[config.mk]
export PLATFORM = sky130hd
export DESIGN_NAME = urd_top
export DESIGN_NICKNAME = d
export VERILOG_FILES = /design/src/hdl/urd_pkg.sv /design/src/hdl/urd_ack.sv /design/src/hdl/urd_rdmux.sv /design/src/hdl/urd_top.sv
export VERILOG_INCLUDE_DIRS = /design/src /design/src/hdl
export SDC_FILE = /design/constraint.sdc
export NUM_CORES = 1
export LEC_CHECK = 0
export CELL_PAD_IN_SITES_DETAIL_PLACEMENT = 0
export CELL_PAD_IN_SITES_GLOBAL_PLACEMENT = 1
export CORE_ASPECT_RATIO = 1.4
export CORE_MARGIN = 3
export CORE_UTILIZATION = 52
export CTS_CLUSTER_SIZE = 12
export DETAILED_ROUTE_END_ITERATION = 10
export DONT_BUFFER_PORTS = 1
export HOLD_SLACK_MARGIN = 0.1
export PLACE_DENSITY = 0.95
export SYNTH_ARGS = -nofsm -noshare
export SYNTH_HDL_FRONTEND = slang
export SYNTH_SLANG_ARGS = --single-unit
export TNS_END_PERCENT = 5
[constraint.sdc]
create_clock -name SYS_CLK -period 4.7 [get_ports SYS_CLK]
set_input_delay 0.47 -clock SYS_CLK [delete_from_list [all_inputs] [get_ports SYS_CLK]]
set_output_delay 0.47 -clock SYS_CLK [all_outputs]
set_load 0.02 [all_outputs]
[src/hdl/urd_regs.svh]
`ifndef URD_REGS_SVH
`define URD_REGS_SVH

////////////////////////////////////////////////////////////////////////////////
// Register indices. The byte address on the bus is four times the index.
`define URD_IDX_SHARED0 16'h9C00
`define URD_IDX_SHARED1 16'h9C01
`define URD_IDX_SHARED2 16'h9C02
`define URD_IDX_LCR 16'h9C03
`define URD_IDX_MCR 16'h9C04
`define URD_IDX_LSR 16'h9C05
`define URD_IDX_SCR 16'h9C07
`define URD_IDX_DLL 16'h9C08
`define URD_IDX_DLM 16'h9C09
`define URD_IDX_PID_LO 16'h9C0A
`define URD_IDX_PID_HI 16'h9C0B
`define URD_IDX_PECR 16'h9C0C

////////////////////////////////////////////////////////////////////////////////
// Address field positions within the bus byte address.
`define URD_ADR_IDX_LSB 2
`define URD_ADR_IDX_MSB 17
`define URD_ADR_TOP_LSB 18

////////////////////////////////////////////////////////////////////////////////
// Field positions.
`define URD_LCR_DIV_SEL_BIT 7

////////////////////////////////////////////////////////////////////////////////
// Reset values held by this block.
`define URD_IER_RST 8'h00
`define URD_LCR_RST 8'h00
`define URD_MCR_RST 8'h00
`define URD_SCR_RST 8'h00
`define URD_DLL_RST 8'h00
`define URD_DLM_RST 8'h00
`define URD_PECR_RST 16'h0000
`define URD_RDATA_RST 32'h0000_0000

// Reset values that the serial core presents on its status lines.
`define URD_IIR_CORE_RST 8'h01
`define URD_LSR_CORE_RST 8'h60

// Identification defaults; the values are arbitrary.
`define URD_PID_LO_DEF 16'h00A5
`define URD_PID_HI_DEF 16'h5A00

`endif

[src/hdl/urd_pkg.sv]
package urd_pkg;

    typedef enum logic [3:0] {
        URD_TGT_NONE = 4'h0,
        URD_TGT_DATA = 4'h1,
        URD_TGT_DLL = 4'h2,
        URD_TGT_IER = 4'h3,
        URD_TGT_DLM = 4'h4,
        URD_TGT_IIR_FCR = 4'h5,
        URD_TGT_LCR = 4'h6,
        URD_TGT_MCR = 4'h7,
        URD_TGT_LSR = 4'h8,
        URD_TGT_SCR = 4'h9,
        URD_TGT_PID_LO = 4'hA,
        URD_TGT_PID_HI = 4'hB,
        URD_TGT_PECR = 4'hC
    } urd_tgt_t;

    typedef enum logic [1:0] {
        URD_ACK_IDLE = 2'b01,
        URD_ACK_BUSY = 2'b10
    } urd_ack_state_t;

    typedef struct packed {
        logic [15:0] power_emulation_control;
        logic [7:0] scratch_reg;
        logic [7:0] modem_control;
        logic [7:0] line_control;
        logic [7:0] interrupt_enable_reg;
        logic [7:0] divisor_high_byte;
        logic [7:0] divisor_low_byte;
    } urd_ctrl_t;

    typedef struct packed {
        logic [7:0] receive_buffer;
        logic [7:0] interrupt_ident;
        logic [7:0] line_status;
    } urd_status_t;

    typedef struct packed {
        logic [7:0] transmit_holding;
        logic tx_load;
        logic [7:0] fifo_control;
        logic fifo_load;
        logic rx_pop;
    } urd_strobe_t;

    typedef struct packed {
        urd_ctrl_t ctrl;
        urd_strobe_t strb;
        urd_tgt_t tgt;
        logic [31:0] rdata;
    } urd_top_state_t;

    typedef struct packed {
        urd_ack_state_t state;
    } urd_ack_reg_t;

endpackage

[src/hdl/urd_ack.sv]
module urd_ack (
    input wire logic SYS_CLK,
    input wire logic RESETN,
    input wire logic REQ,
    output logic START,
    output logic DONE,
    output logic ACK
);
    import urd_pkg::*;

    urd_ack_reg_t st_ff;
    urd_ack_reg_t nxt_st;

    ////////////////////////////////////////////////////////////////////////////
    // One wait state: the request is taken, the answer follows one edge later.
    always_comb
    begin
        nxt_st = st_ff;
        case (st_ff.state)
            URD_ACK_IDLE:
            begin
                if (REQ)
                    nxt_st.state = URD_ACK_BUSY;
            end
            URD_ACK_BUSY:
            begin
                nxt_st.state = URD_ACK_IDLE;
            end
            default:
            begin
                nxt_st.state = URD_ACK_IDLE;
            end
        endcase
    end

    always_ff @(posedge SYS_CLK or negedge RESETN)
    begin
        if (!RESETN)
            st_ff <= '{state: URD_ACK_IDLE};
        else
            st_ff <= nxt_st;
    end

    assign ACK = (st_ff.state == URD_ACK_BUSY);
    assign START = REQ && (st_ff.state == URD_ACK_IDLE);
    assign DONE = REQ && (st_ff.state == URD_ACK_BUSY);
endmodule

[src/hdl/urd_rdmux.sv]
module urd_rdmux (
    input urd_pkg::urd_tgt_t TGT,
    input urd_pkg::urd_ctrl_t CTRL,
    input urd_pkg::urd_status_t STATUS,
    input wire logic [15:0] PID_LO,
    input wire logic [15:0] PID_HI,
    output logic [31:0] RDATA
);
    import urd_pkg::*;

    ////////////////////////////////////////////////////////////////////////////
    // Narrow registers sit in the low bits; everything above reads as zero.
    always_comb
    begin
        RDATA = 32'h0000_0000;
        case (TGT)
            URD_TGT_DATA: RDATA[7:0] = STATUS.receive_buffer;
            URD_TGT_DLL: RDATA[7:0] = CTRL.divisor_low_byte;
            URD_TGT_IER: RDATA[7:0] = CTRL.interrupt_enable_reg;
            URD_TGT_DLM: RDATA[7:0] = CTRL.divisor_high_byte;
            URD_TGT_IIR_FCR: RDATA[7:0] = STATUS.interrupt_ident;
            URD_TGT_LCR: RDATA[7:0] = CTRL.line_control;
            URD_TGT_MCR: RDATA[7:0] = CTRL.modem_control;
            URD_TGT_LSR: RDATA[7:0] = STATUS.line_status;
            URD_TGT_SCR: RDATA[7:0] = CTRL.scratch_reg;
            URD_TGT_PID_LO: RDATA[15:0] = PID_LO;
            URD_TGT_PID_HI: RDATA[15:0] = PID_HI;
            URD_TGT_PECR: RDATA[15:0] = CTRL.power_emulation_control;
            default: RDATA = 32'h0000_0000;
        endcase
    end
endmodule

[src/hdl/urd_top.sv]
// The Wishbone register port was chosen for this implementation.
`include "urd_regs.svh"

// Notes on behaviour
// Select bit clear: reading word 0 gives receive buffer, writing loads transmit holding.
// Select bit set: word 0 reads and writes the divisor low byte.
// Select bit clear: word 1 reads and writes the interrupt enable register.
// Select bit set: word 1 reads and writes the divisor high byte.
// Word 2 reads interrupt identification and writes FIFO control.
// Divisor low byte also has its own address, regardless of the select bit.
// Divisor high byte also has its own address, regardless of the select bit.
// Select bit lives in line control bit 7, effective on the very next access.
module urd_top #(
    parameter logic [15:0] PID_LO_VALUE = `URD_PID_LO_DEF,
    parameter logic [15:0] PID_HI_VALUE = `URD_PID_HI_DEF
) (
    input wire logic SYS_CLK,
    input wire logic RESETN,
    input wire logic WB_CYC_I,
    input wire logic WB_STB_I,
    input wire logic WB_WE_I,
    input wire logic [31:0] WB_ADR_I,
    input wire logic [3:0] WB_SEL_I,
    input wire logic [31:0] WB_DAT_I,
    output logic [31:0] WB_DAT_O,
    output logic WB_ACK_O,
    input urd_pkg::urd_status_t CORE_STATUS,
    output urd_pkg::urd_ctrl_t CORE_CTRL,
    output urd_pkg::urd_strobe_t CORE_STROBE
);
    import urd_pkg::*;

    ////////////////////////////////////////////////////////////////////////////
    // Declarations.
    urd_top_state_t st_ff;
    urd_top_state_t nxt_st;
    logic req;
    logic start;
    logic done;
    logic ack;
    logic in_window;
    logic [15:0] idx;
    logic div_sel;
    urd_tgt_t dec_tgt;
    logic [31:0] mux_rdata;
    logic [1:0] lane_en;
    logic [1:0][7:0] lane_dat;
    logic wr_commit;
    logic rd_commit;

    ////////////////////////////////////////////////////////////////////////////
    // Bus handshake. The request is taken on the first edge that sees cyc and
    // stb, ack rises after that edge, and the write commits on the edge that
    // the master samples ack. Ack drops in the following cycle.
    assign req = WB_CYC_I && WB_STB_I;

    urd_ack u_ack (
        .SYS_CLK(SYS_CLK),
        .RESETN(RESETN),
        .REQ(req),
        .START(start),
        .DONE(done),
        .ACK(ack)
    );

    ////////////////////////////////////////////////////////////////////////////
    // Address decode.
    assign idx = WB_ADR_I[`URD_ADR_IDX_MSB:`URD_ADR_IDX_LSB];
    assign in_window = (WB_ADR_I[31:`URD_ADR_TOP_LSB] == 14'h0000);
    assign div_sel = st_ff.ctrl.line_control[`URD_LCR_DIV_SEL_BIT];

    ////////////////////////////////////////////////////////////////////////////
    // Byte lanes. Only the two low lanes carry register bits; a lane whose
    // select is low leaves its byte untouched, so a narrow write never
    // disturbs the other half of the wide power control register.
    generate
        for (genvar g = 0; g < 2; g++)
        begin : g_lane
            assign lane_en[g] = WB_SEL_I[g];
            assign lane_dat[g] = WB_DAT_I[8 * g +: 8];
        end
    endgenerate

    ////////////////////////////////////////////////////////////////////////////
    // Commit qualifiers. Both fire only on the edge at which the master
    // samples ack, so a request that is dropped early changes nothing.
    assign wr_commit = done && WB_WE_I;
    assign rd_commit = done && !WB_WE_I;

    // The select bit is read from the committed register, so a write to
    // line control steers the next access and never the one in flight.
    always_comb
    begin
        dec_tgt = URD_TGT_NONE;
        if (in_window)
        begin
            case (idx)
                // Shared words, steered by the select bit.
                `URD_IDX_SHARED0:
                begin
                    if (div_sel)
                    begin
                        dec_tgt = URD_TGT_DLL;
                    end
                    else
                    begin
                        dec_tgt = URD_TGT_DATA;
                    end
                end
                `URD_IDX_SHARED1:
                begin
                    if (div_sel)
                    begin
                        dec_tgt = URD_TGT_DLM;
                    end
                    else
                    begin
                        dec_tgt = URD_TGT_IER;
                    end
                end
                // Direction-steered word: the access direction picks the register.
                `URD_IDX_SHARED2:
                begin
                    dec_tgt = URD_TGT_IIR_FCR;
                end
                // Plain control and status words.
                `URD_IDX_LCR:
                begin
                    dec_tgt = URD_TGT_LCR;
                end
                `URD_IDX_MCR:
                begin
                    dec_tgt = URD_TGT_MCR;
                end
                `URD_IDX_LSR:
                begin
                    dec_tgt = URD_TGT_LSR;
                end
                `URD_IDX_SCR:
                begin
                    dec_tgt = URD_TGT_SCR;
                end
                // Direct divisor aliases, blind to the select bit.
                `URD_IDX_DLL:
                begin
                    dec_tgt = URD_TGT_DLL;
                end
                `URD_IDX_DLM:
                begin
                    dec_tgt = URD_TGT_DLM;
                end
                // Identification and power control.
                `URD_IDX_PID_LO:
                begin
                    dec_tgt = URD_TGT_PID_LO;
                end
                `URD_IDX_PID_HI:
                begin
                    dec_tgt = URD_TGT_PID_HI;
                end
                `URD_IDX_PECR:
                begin
                    dec_tgt = URD_TGT_PECR;
                end
                default:
                begin
                    dec_tgt = URD_TGT_NONE;
                end
            endcase
        end
    end

    ////////////////////////////////////////////////////////////////////////////
    // Read data selection.
    urd_rdmux u_rdmux (
        .TGT(dec_tgt),
        .CTRL(st_ff.ctrl),
        .STATUS(CORE_STATUS),
        .PID_LO(PID_LO_VALUE),
        .PID_HI(PID_HI_VALUE),
        .RDATA(mux_rdata)
    );

    ////////////////////////////////////////////////////////////////////////////
    // Next state.
    always_comb
    begin
        nxt_st = st_ff;
        // Strobes are single-cycle pulses: cleared here, raised only on commit.
        nxt_st.strb.tx_load = 1'b0;
        nxt_st.strb.fifo_load = 1'b0;
        nxt_st.strb.rx_pop = 1'b0;

        // The decode is frozen when the request is taken, so the commit edge
        // acts on the same target that the read data were taken from.
        if (start)
        begin
            nxt_st.tgt = dec_tgt;
            if (WB_WE_I)
            begin
                nxt_st.rdata = 32'h0000_0000;
            end
            else
            begin
                nxt_st.rdata = mux_rdata;
            end
        end

        if (rd_commit)
        begin
            // Reading the receive buffer consumes the byte, once per access.
            if (st_ff.tgt == URD_TGT_DATA)
            begin
                nxt_st.strb.rx_pop = 1'b1;
            end
        end

        if (wr_commit)
        begin
            case (st_ff.tgt)
                // Transmit holding is handed to the core with a pulse; this
                // block keeps only the last byte for it.
                URD_TGT_DATA:
                begin
                    if (lane_en[0])
                    begin
                        nxt_st.strb.transmit_holding = lane_dat[0];
                        nxt_st.strb.tx_load = 1'b1;
                    end
                end
                // The shared word and the direct alias reach the same divisor
                // flip-flops, so the two views can never disagree.
                URD_TGT_DLL:
                begin
                    if (lane_en[0])
                    begin
                        nxt_st.ctrl.divisor_low_byte = lane_dat[0];
                    end
                end
                URD_TGT_IER:
                begin
                    if (lane_en[0])
                    begin
                        nxt_st.ctrl.interrupt_enable_reg = lane_dat[0];
                    end
                end
                URD_TGT_DLM:
                begin
                    if (lane_en[0])
                    begin
                        nxt_st.ctrl.divisor_high_byte = lane_dat[0];
                    end
                end
                URD_TGT_IIR_FCR:
                begin
                    if (lane_en[0])
                    begin
                        nxt_st.strb.fifo_control = lane_dat[0];
                        nxt_st.strb.fifo_load = 1'b1;
                    end
                end
                // A new select bit steers the next access, never this one.
                URD_TGT_LCR:
                begin
                    if (lane_en[0])
                    begin
                        nxt_st.ctrl.line_control = lane_dat[0];
                    end
                end
                URD_TGT_MCR:
                begin
                    if (lane_en[0])
                    begin
                        nxt_st.ctrl.modem_control = lane_dat[0];
                    end
                end
                URD_TGT_SCR:
                begin
                    if (lane_en[0])
                    begin
                        nxt_st.ctrl.scratch_reg = lane_dat[0];
                    end
                end
                URD_TGT_PECR:
                begin
                    if (lane_en[0])
                    begin
                        nxt_st.ctrl.power_emulation_control[7:0] = lane_dat[0];
                    end
                    if (lane_en[1])
                    begin
                        nxt_st.ctrl.power_emulation_control[15:8] = lane_dat[1];
                    end
                end
                URD_TGT_LSR, URD_TGT_PID_LO, URD_TGT_PID_HI:
                begin
                    // Status and identification are read-only: the write is
                    // acknowledged and dropped.
                    nxt_st.ctrl = st_ff.ctrl;
                end
                default:
                begin
                    // Unmapped words ignore writes.
                    nxt_st.ctrl = st_ff.ctrl;
                end
            endcase
        end
    end

    ////////////////////////////////////////////////////////////////////////////
    // State register.
    always_ff @(posedge SYS_CLK or negedge RESETN)
    begin
        if (!RESETN)
        begin
            // Control registers seen by the core.
            st_ff.ctrl.power_emulation_control <= `URD_PECR_RST;
            st_ff.ctrl.scratch_reg <= `URD_SCR_RST;
            st_ff.ctrl.modem_control <= `URD_MCR_RST;
            st_ff.ctrl.line_control <= `URD_LCR_RST;
            st_ff.ctrl.interrupt_enable_reg <= `URD_IER_RST;
            st_ff.ctrl.divisor_high_byte <= `URD_DLM_RST;
            st_ff.ctrl.divisor_low_byte <= `URD_DLL_RST;
            // Strobes and bus-side state.
            st_ff.strb.transmit_holding <= 8'h00;
            st_ff.strb.tx_load <= 1'b0;
            st_ff.strb.fifo_control <= 8'h00;
            st_ff.strb.fifo_load <= 1'b0;
            st_ff.strb.rx_pop <= 1'b0;
            st_ff.tgt <= URD_TGT_NONE;
            st_ff.rdata <= `URD_RDATA_RST;
        end
        else
        begin
            st_ff <= nxt_st;
        end
    end

    ////////////////////////////////////////////////////////////////////////////
    // Outputs.
    assign WB_ACK_O = ack;
    // Read data come from a register, so they stand for as long as ack does.
    assign WB_DAT_O = st_ff.rdata;
    assign CORE_CTRL = st_ff.ctrl;
    assign CORE_STROBE = st_ff.strb;
endmodule

==> results.md <==
* Syn_area_per_cell at about 11 um^2
* CTS Hold Bufs at 2
* Clock-pin slew on the worst setup and hold paths at 0.07 ns
* Placed instance area at around 5300 um^2
* Core ar. at 11000 um^2
* Final setup viols at 0
* Area Overhead vs Synth at -5.85%
* CP required at slightly below 5 ns
* Hold path depth at 1
* Post-CTS Setup Bufs at 0
* DRT Pass-1 Iters at 4
* GRT overflow at 0
* Origin of the critical flop-to-flop path: CORE_CTRL[31]
* Status: completed
* Die Y at 133 um
* Clk buf depth at 2
* First-pass GRT wire length at between 20000 and 25000 um
* Ratio of total power to cell area at 314 nW/um^2
* Critical path type: reg -> reg
* Main synth FF type: dfrtp_1
* Clk sinks at between 100 and 150
* # rows at 45
* Max-slew headroom at about 28%
* Final Net Count at 551
* Initial core utilization at around 54%
* Crit path launch type: flip-flop
* Worst Setup End Kind: flip-flop
* Crit path largest cell delay at 0.76 ns
* RR Endpoint: WB_DAT_O[3]
* Design area at between 5000 and 6000 um^2
* Port buffer count at 0
* FFs w/ async S/R, synth at 100%
* Actual slew at the worst max-slew pin at around 1.1 ns
* Pins Over Slew Limit at 0
* Post-route ant nets at 0
* Ant. Diodes at 0
* Min cycle time layout at between 2 and 3 ns
* Dpl hpwl at between 10000 and 15000 um
* Clock Skew at between 0.004 and 0.005 ns
* Die W at ~97 um
* CP dominant cell by count: a22oi_1
* Synth unique cells at 60
* HP Start: WB_WE_I
* # IOs at ~210
* Largest net degree at the start of global routing at around 110
* Vias per inst at approximately 6.3
* Vias in the first global route at roughly 4000
* Drt initial violations at around 290
* Final worst-path cycle share at between 60 and 70%
* Synth Cell Area at roughly 6000 um^2
* All-Layer GR Usage at 23.3%
* Post-CTS sizing at 0
* Worst-Skew Late Latency at roughly 0.34 ns
* Synth warnings at 0
* Hold/Removal Path Class: in -> reg
* Crit-path cells: mux2i_1, a22oi_1, nand2_1, o21ai_0, a22oi_1, o211ai_1, a22oi_1
* Die ar. at between 10000 and 15000 um^2
* WL final at roughly 15000 um
* Reg-to-reg slack, setup at approximately 1.7 ns
* CTS buffer count at 9
* CTS Root Cell: clkbuf_16
* DR vias at 3762
* Buf+Inv Stages, Crit Path at 0
* CTS tree: done
* Pleak at between 0.002 and 0.003 uW
* Wire per inst at about 25 um
* Antenna violations before repair at 0
* F_max at 339 MHz
* Number of synthesized flops with an enable pin at 0
* Max_cap viols at 0
* Unrepaired setup endpoints after global routing: false
* Syn Inst Count at around 560
* DRC at 0
* Ratio of cells with drive above 1 in the final layout at about a quarter
* Cells on worst reg2reg path at 7
* Endpoint, Worst Hold: CORE_STROBE[0]
* Seq/Total Area, Yosys at around 44%
* CP arrival at 3.13 ns
* Crit path max fanout at 10
* Slowest cell on the critical path: o211ai_1
* Setup TNS at 0 ns
* GP Congestion at 0.931
* Final Hold Fails at 0
* VDD IR max at 0.191 mV
* CTS HTree Levels at 3
* Crit path max-delay family: compound AO/OA/AOI/OAI gates
* Seq cells post-synth at around 110
-- power by group --
group | internal, uW | switching [uW]
registers | 905 | 0.406
logic | 28.6 | 71.5
clock network | 443 | 316
-- how the worst max path moves through the flow --
stage / depth (start not counted) / startpoint / endpoint / slack [ns]
CTS: 7 / CORE_CTRL[31] / WB_DAT_O[7] / 1.76
global route: 7 / CORE_CTRL[31] / WB_DAT_O[1] / 1.54
finish: 7 / CORE_CTRL[31] / WB_DAT_O[3] / 1.75
floorplan: 8 / WB_ADR_I[19] / WB_DAT_O[5] / 2.20
detailed placement: 7 / WB_ADR_I[19] / WB_DAT_O[6] / 1.71
global placement: 7 / WB_ADR_I[19] / WB_DAT_O[6] / 1.79
-- cell usage in the layout, fill, tap and decap left out, types with 4 or more instances in the layout --
cell,count
buf_4,4
o22ai_1,4
inv_1,6
mux2i_1,14
clkbuf_16,9
dfrtp_1,104
a21oi_1,13
and2_1,4
conb_1,16
a32oi_1,6
o21ai_0,18
a22o_1,10
nor2b_1,6
mux2_2,83
nor3_1,10
nand3_1,8
or3_1,4
a22oi_1,11
nand2_1,47
nor2_1,17
nor4_1,4
-- sequential cells by signal, indices dropped and copies added, names as in the netlist --
register and flops:
CORE_CTRL 64, CORE_STROBE 19, WB_DAT_O 16, st_ff 4
u_ack.st_ff 2
-- layout make-up --
type	count	area [um^2]
well taps	141	176
inverters	6	22.5
clock buffers	14	264
multi-input cells	326	2420
clock inverters	2	37.5
fillers	983	5420
flip-flops and latches	105	2630
repair buffers	6	67.6
-- cell families (layout without fill, tap and decap cells) --
kind of cell / count (synthesis) / in the layout / synth area share [%]
buf+inv: 140 / 28 / 16.3
flops: 105 / 105 / 44.0
simple gates: 129 / 129 / 11.6
mux: 97 / 97 / 18.0
other cells: 1 / 16 / 0.0628
compound gates: 83 / 83 / 9.79
xor+xnor: 1 / 1 / 0.147
-- worst reg2reg max path, cell delays in order (launching register included) --
cell	delay, ns
dfrtp_1	0.65
mux2i_1	0.14
a22oi_1	0.23
nand2_1	0.35
o21ai_0	0.32
a22oi_1	0.13
o211ai_1	0.76
a22oi_1	0.21
-- cells in the mapped netlist, types with 2 or more instances --
cell type | instances | area share (%)
or4_1 | 2 | 0.25
clkbuf_1 | 11 | 0.69
and3_1 | 3 | 0.31
a32oi_1 | 6 | 0.88
or3_1 | 4 | 0.42
a21oi_1 | 13 | 1.1
dfrtp_1 | 104 | 44
buf_1 | 2 | 0.13
buf_4 | 116 | 15
nand3_1 | 8 | 0.67
and4b_1 | 2 | 0.34
o22ai_1 | 4 | 0.42
a22o_1 | 10 | 1.5
nand4_1 | 3 | 0.31
nor2b_1 | 6 | 0.63
nand2_1 | 47 | 3.0
o31ai_1 | 3 | 0.38
o21ai_0 | 18 | 1.5
mux2_2 | 83 | 16
o211ai_1 | 3 | 0.38
nor3_1 | 10 | 0.84
mux2i_1 | 14 | 2.3
nor4_1 | 4 | 0.42
buf_2 | 4 | 0.34
nor2_1 | 17 | 1.1
nand2b_1 | 2 | 0.21
a2111oi_0 | 2 | 0.29
nor4bb_1 | 3 | 0.50
a22oi_1 | 11 | 1.4
and2_1 | 4 | 0.42
inv_1 | 6 | 0.38
a211oi_1 | 3 | 0.38
-- layer usage --
layer	up-vias	track usage [%]	wire length (um)
li1	1641	-	-
met1	1847	24.8	5200
met2	221	39.6	7530
met3	53	8.36	1410
met4	0	11.9	746
met5	-	0	0
-- per-stage QoR --
stage          instances  worst slack, ns  util (%)  hold WS, ns  power [uW]
3_5_place_dp         582             1.71      47.8        0.179        1000
2_1_floorplan        571             2.20         -        0.174        1000
6_report             600             1.75      50.9        0.187        1760
5_1_grt              600             1.54      50.9        0.174        1830
3_3_place_gp         582             1.79      47.8        0.178         999
4_1_cts              600             1.76      50.9        0.175        1780
No activity file was read; power rests on OpenSTA's default activity.
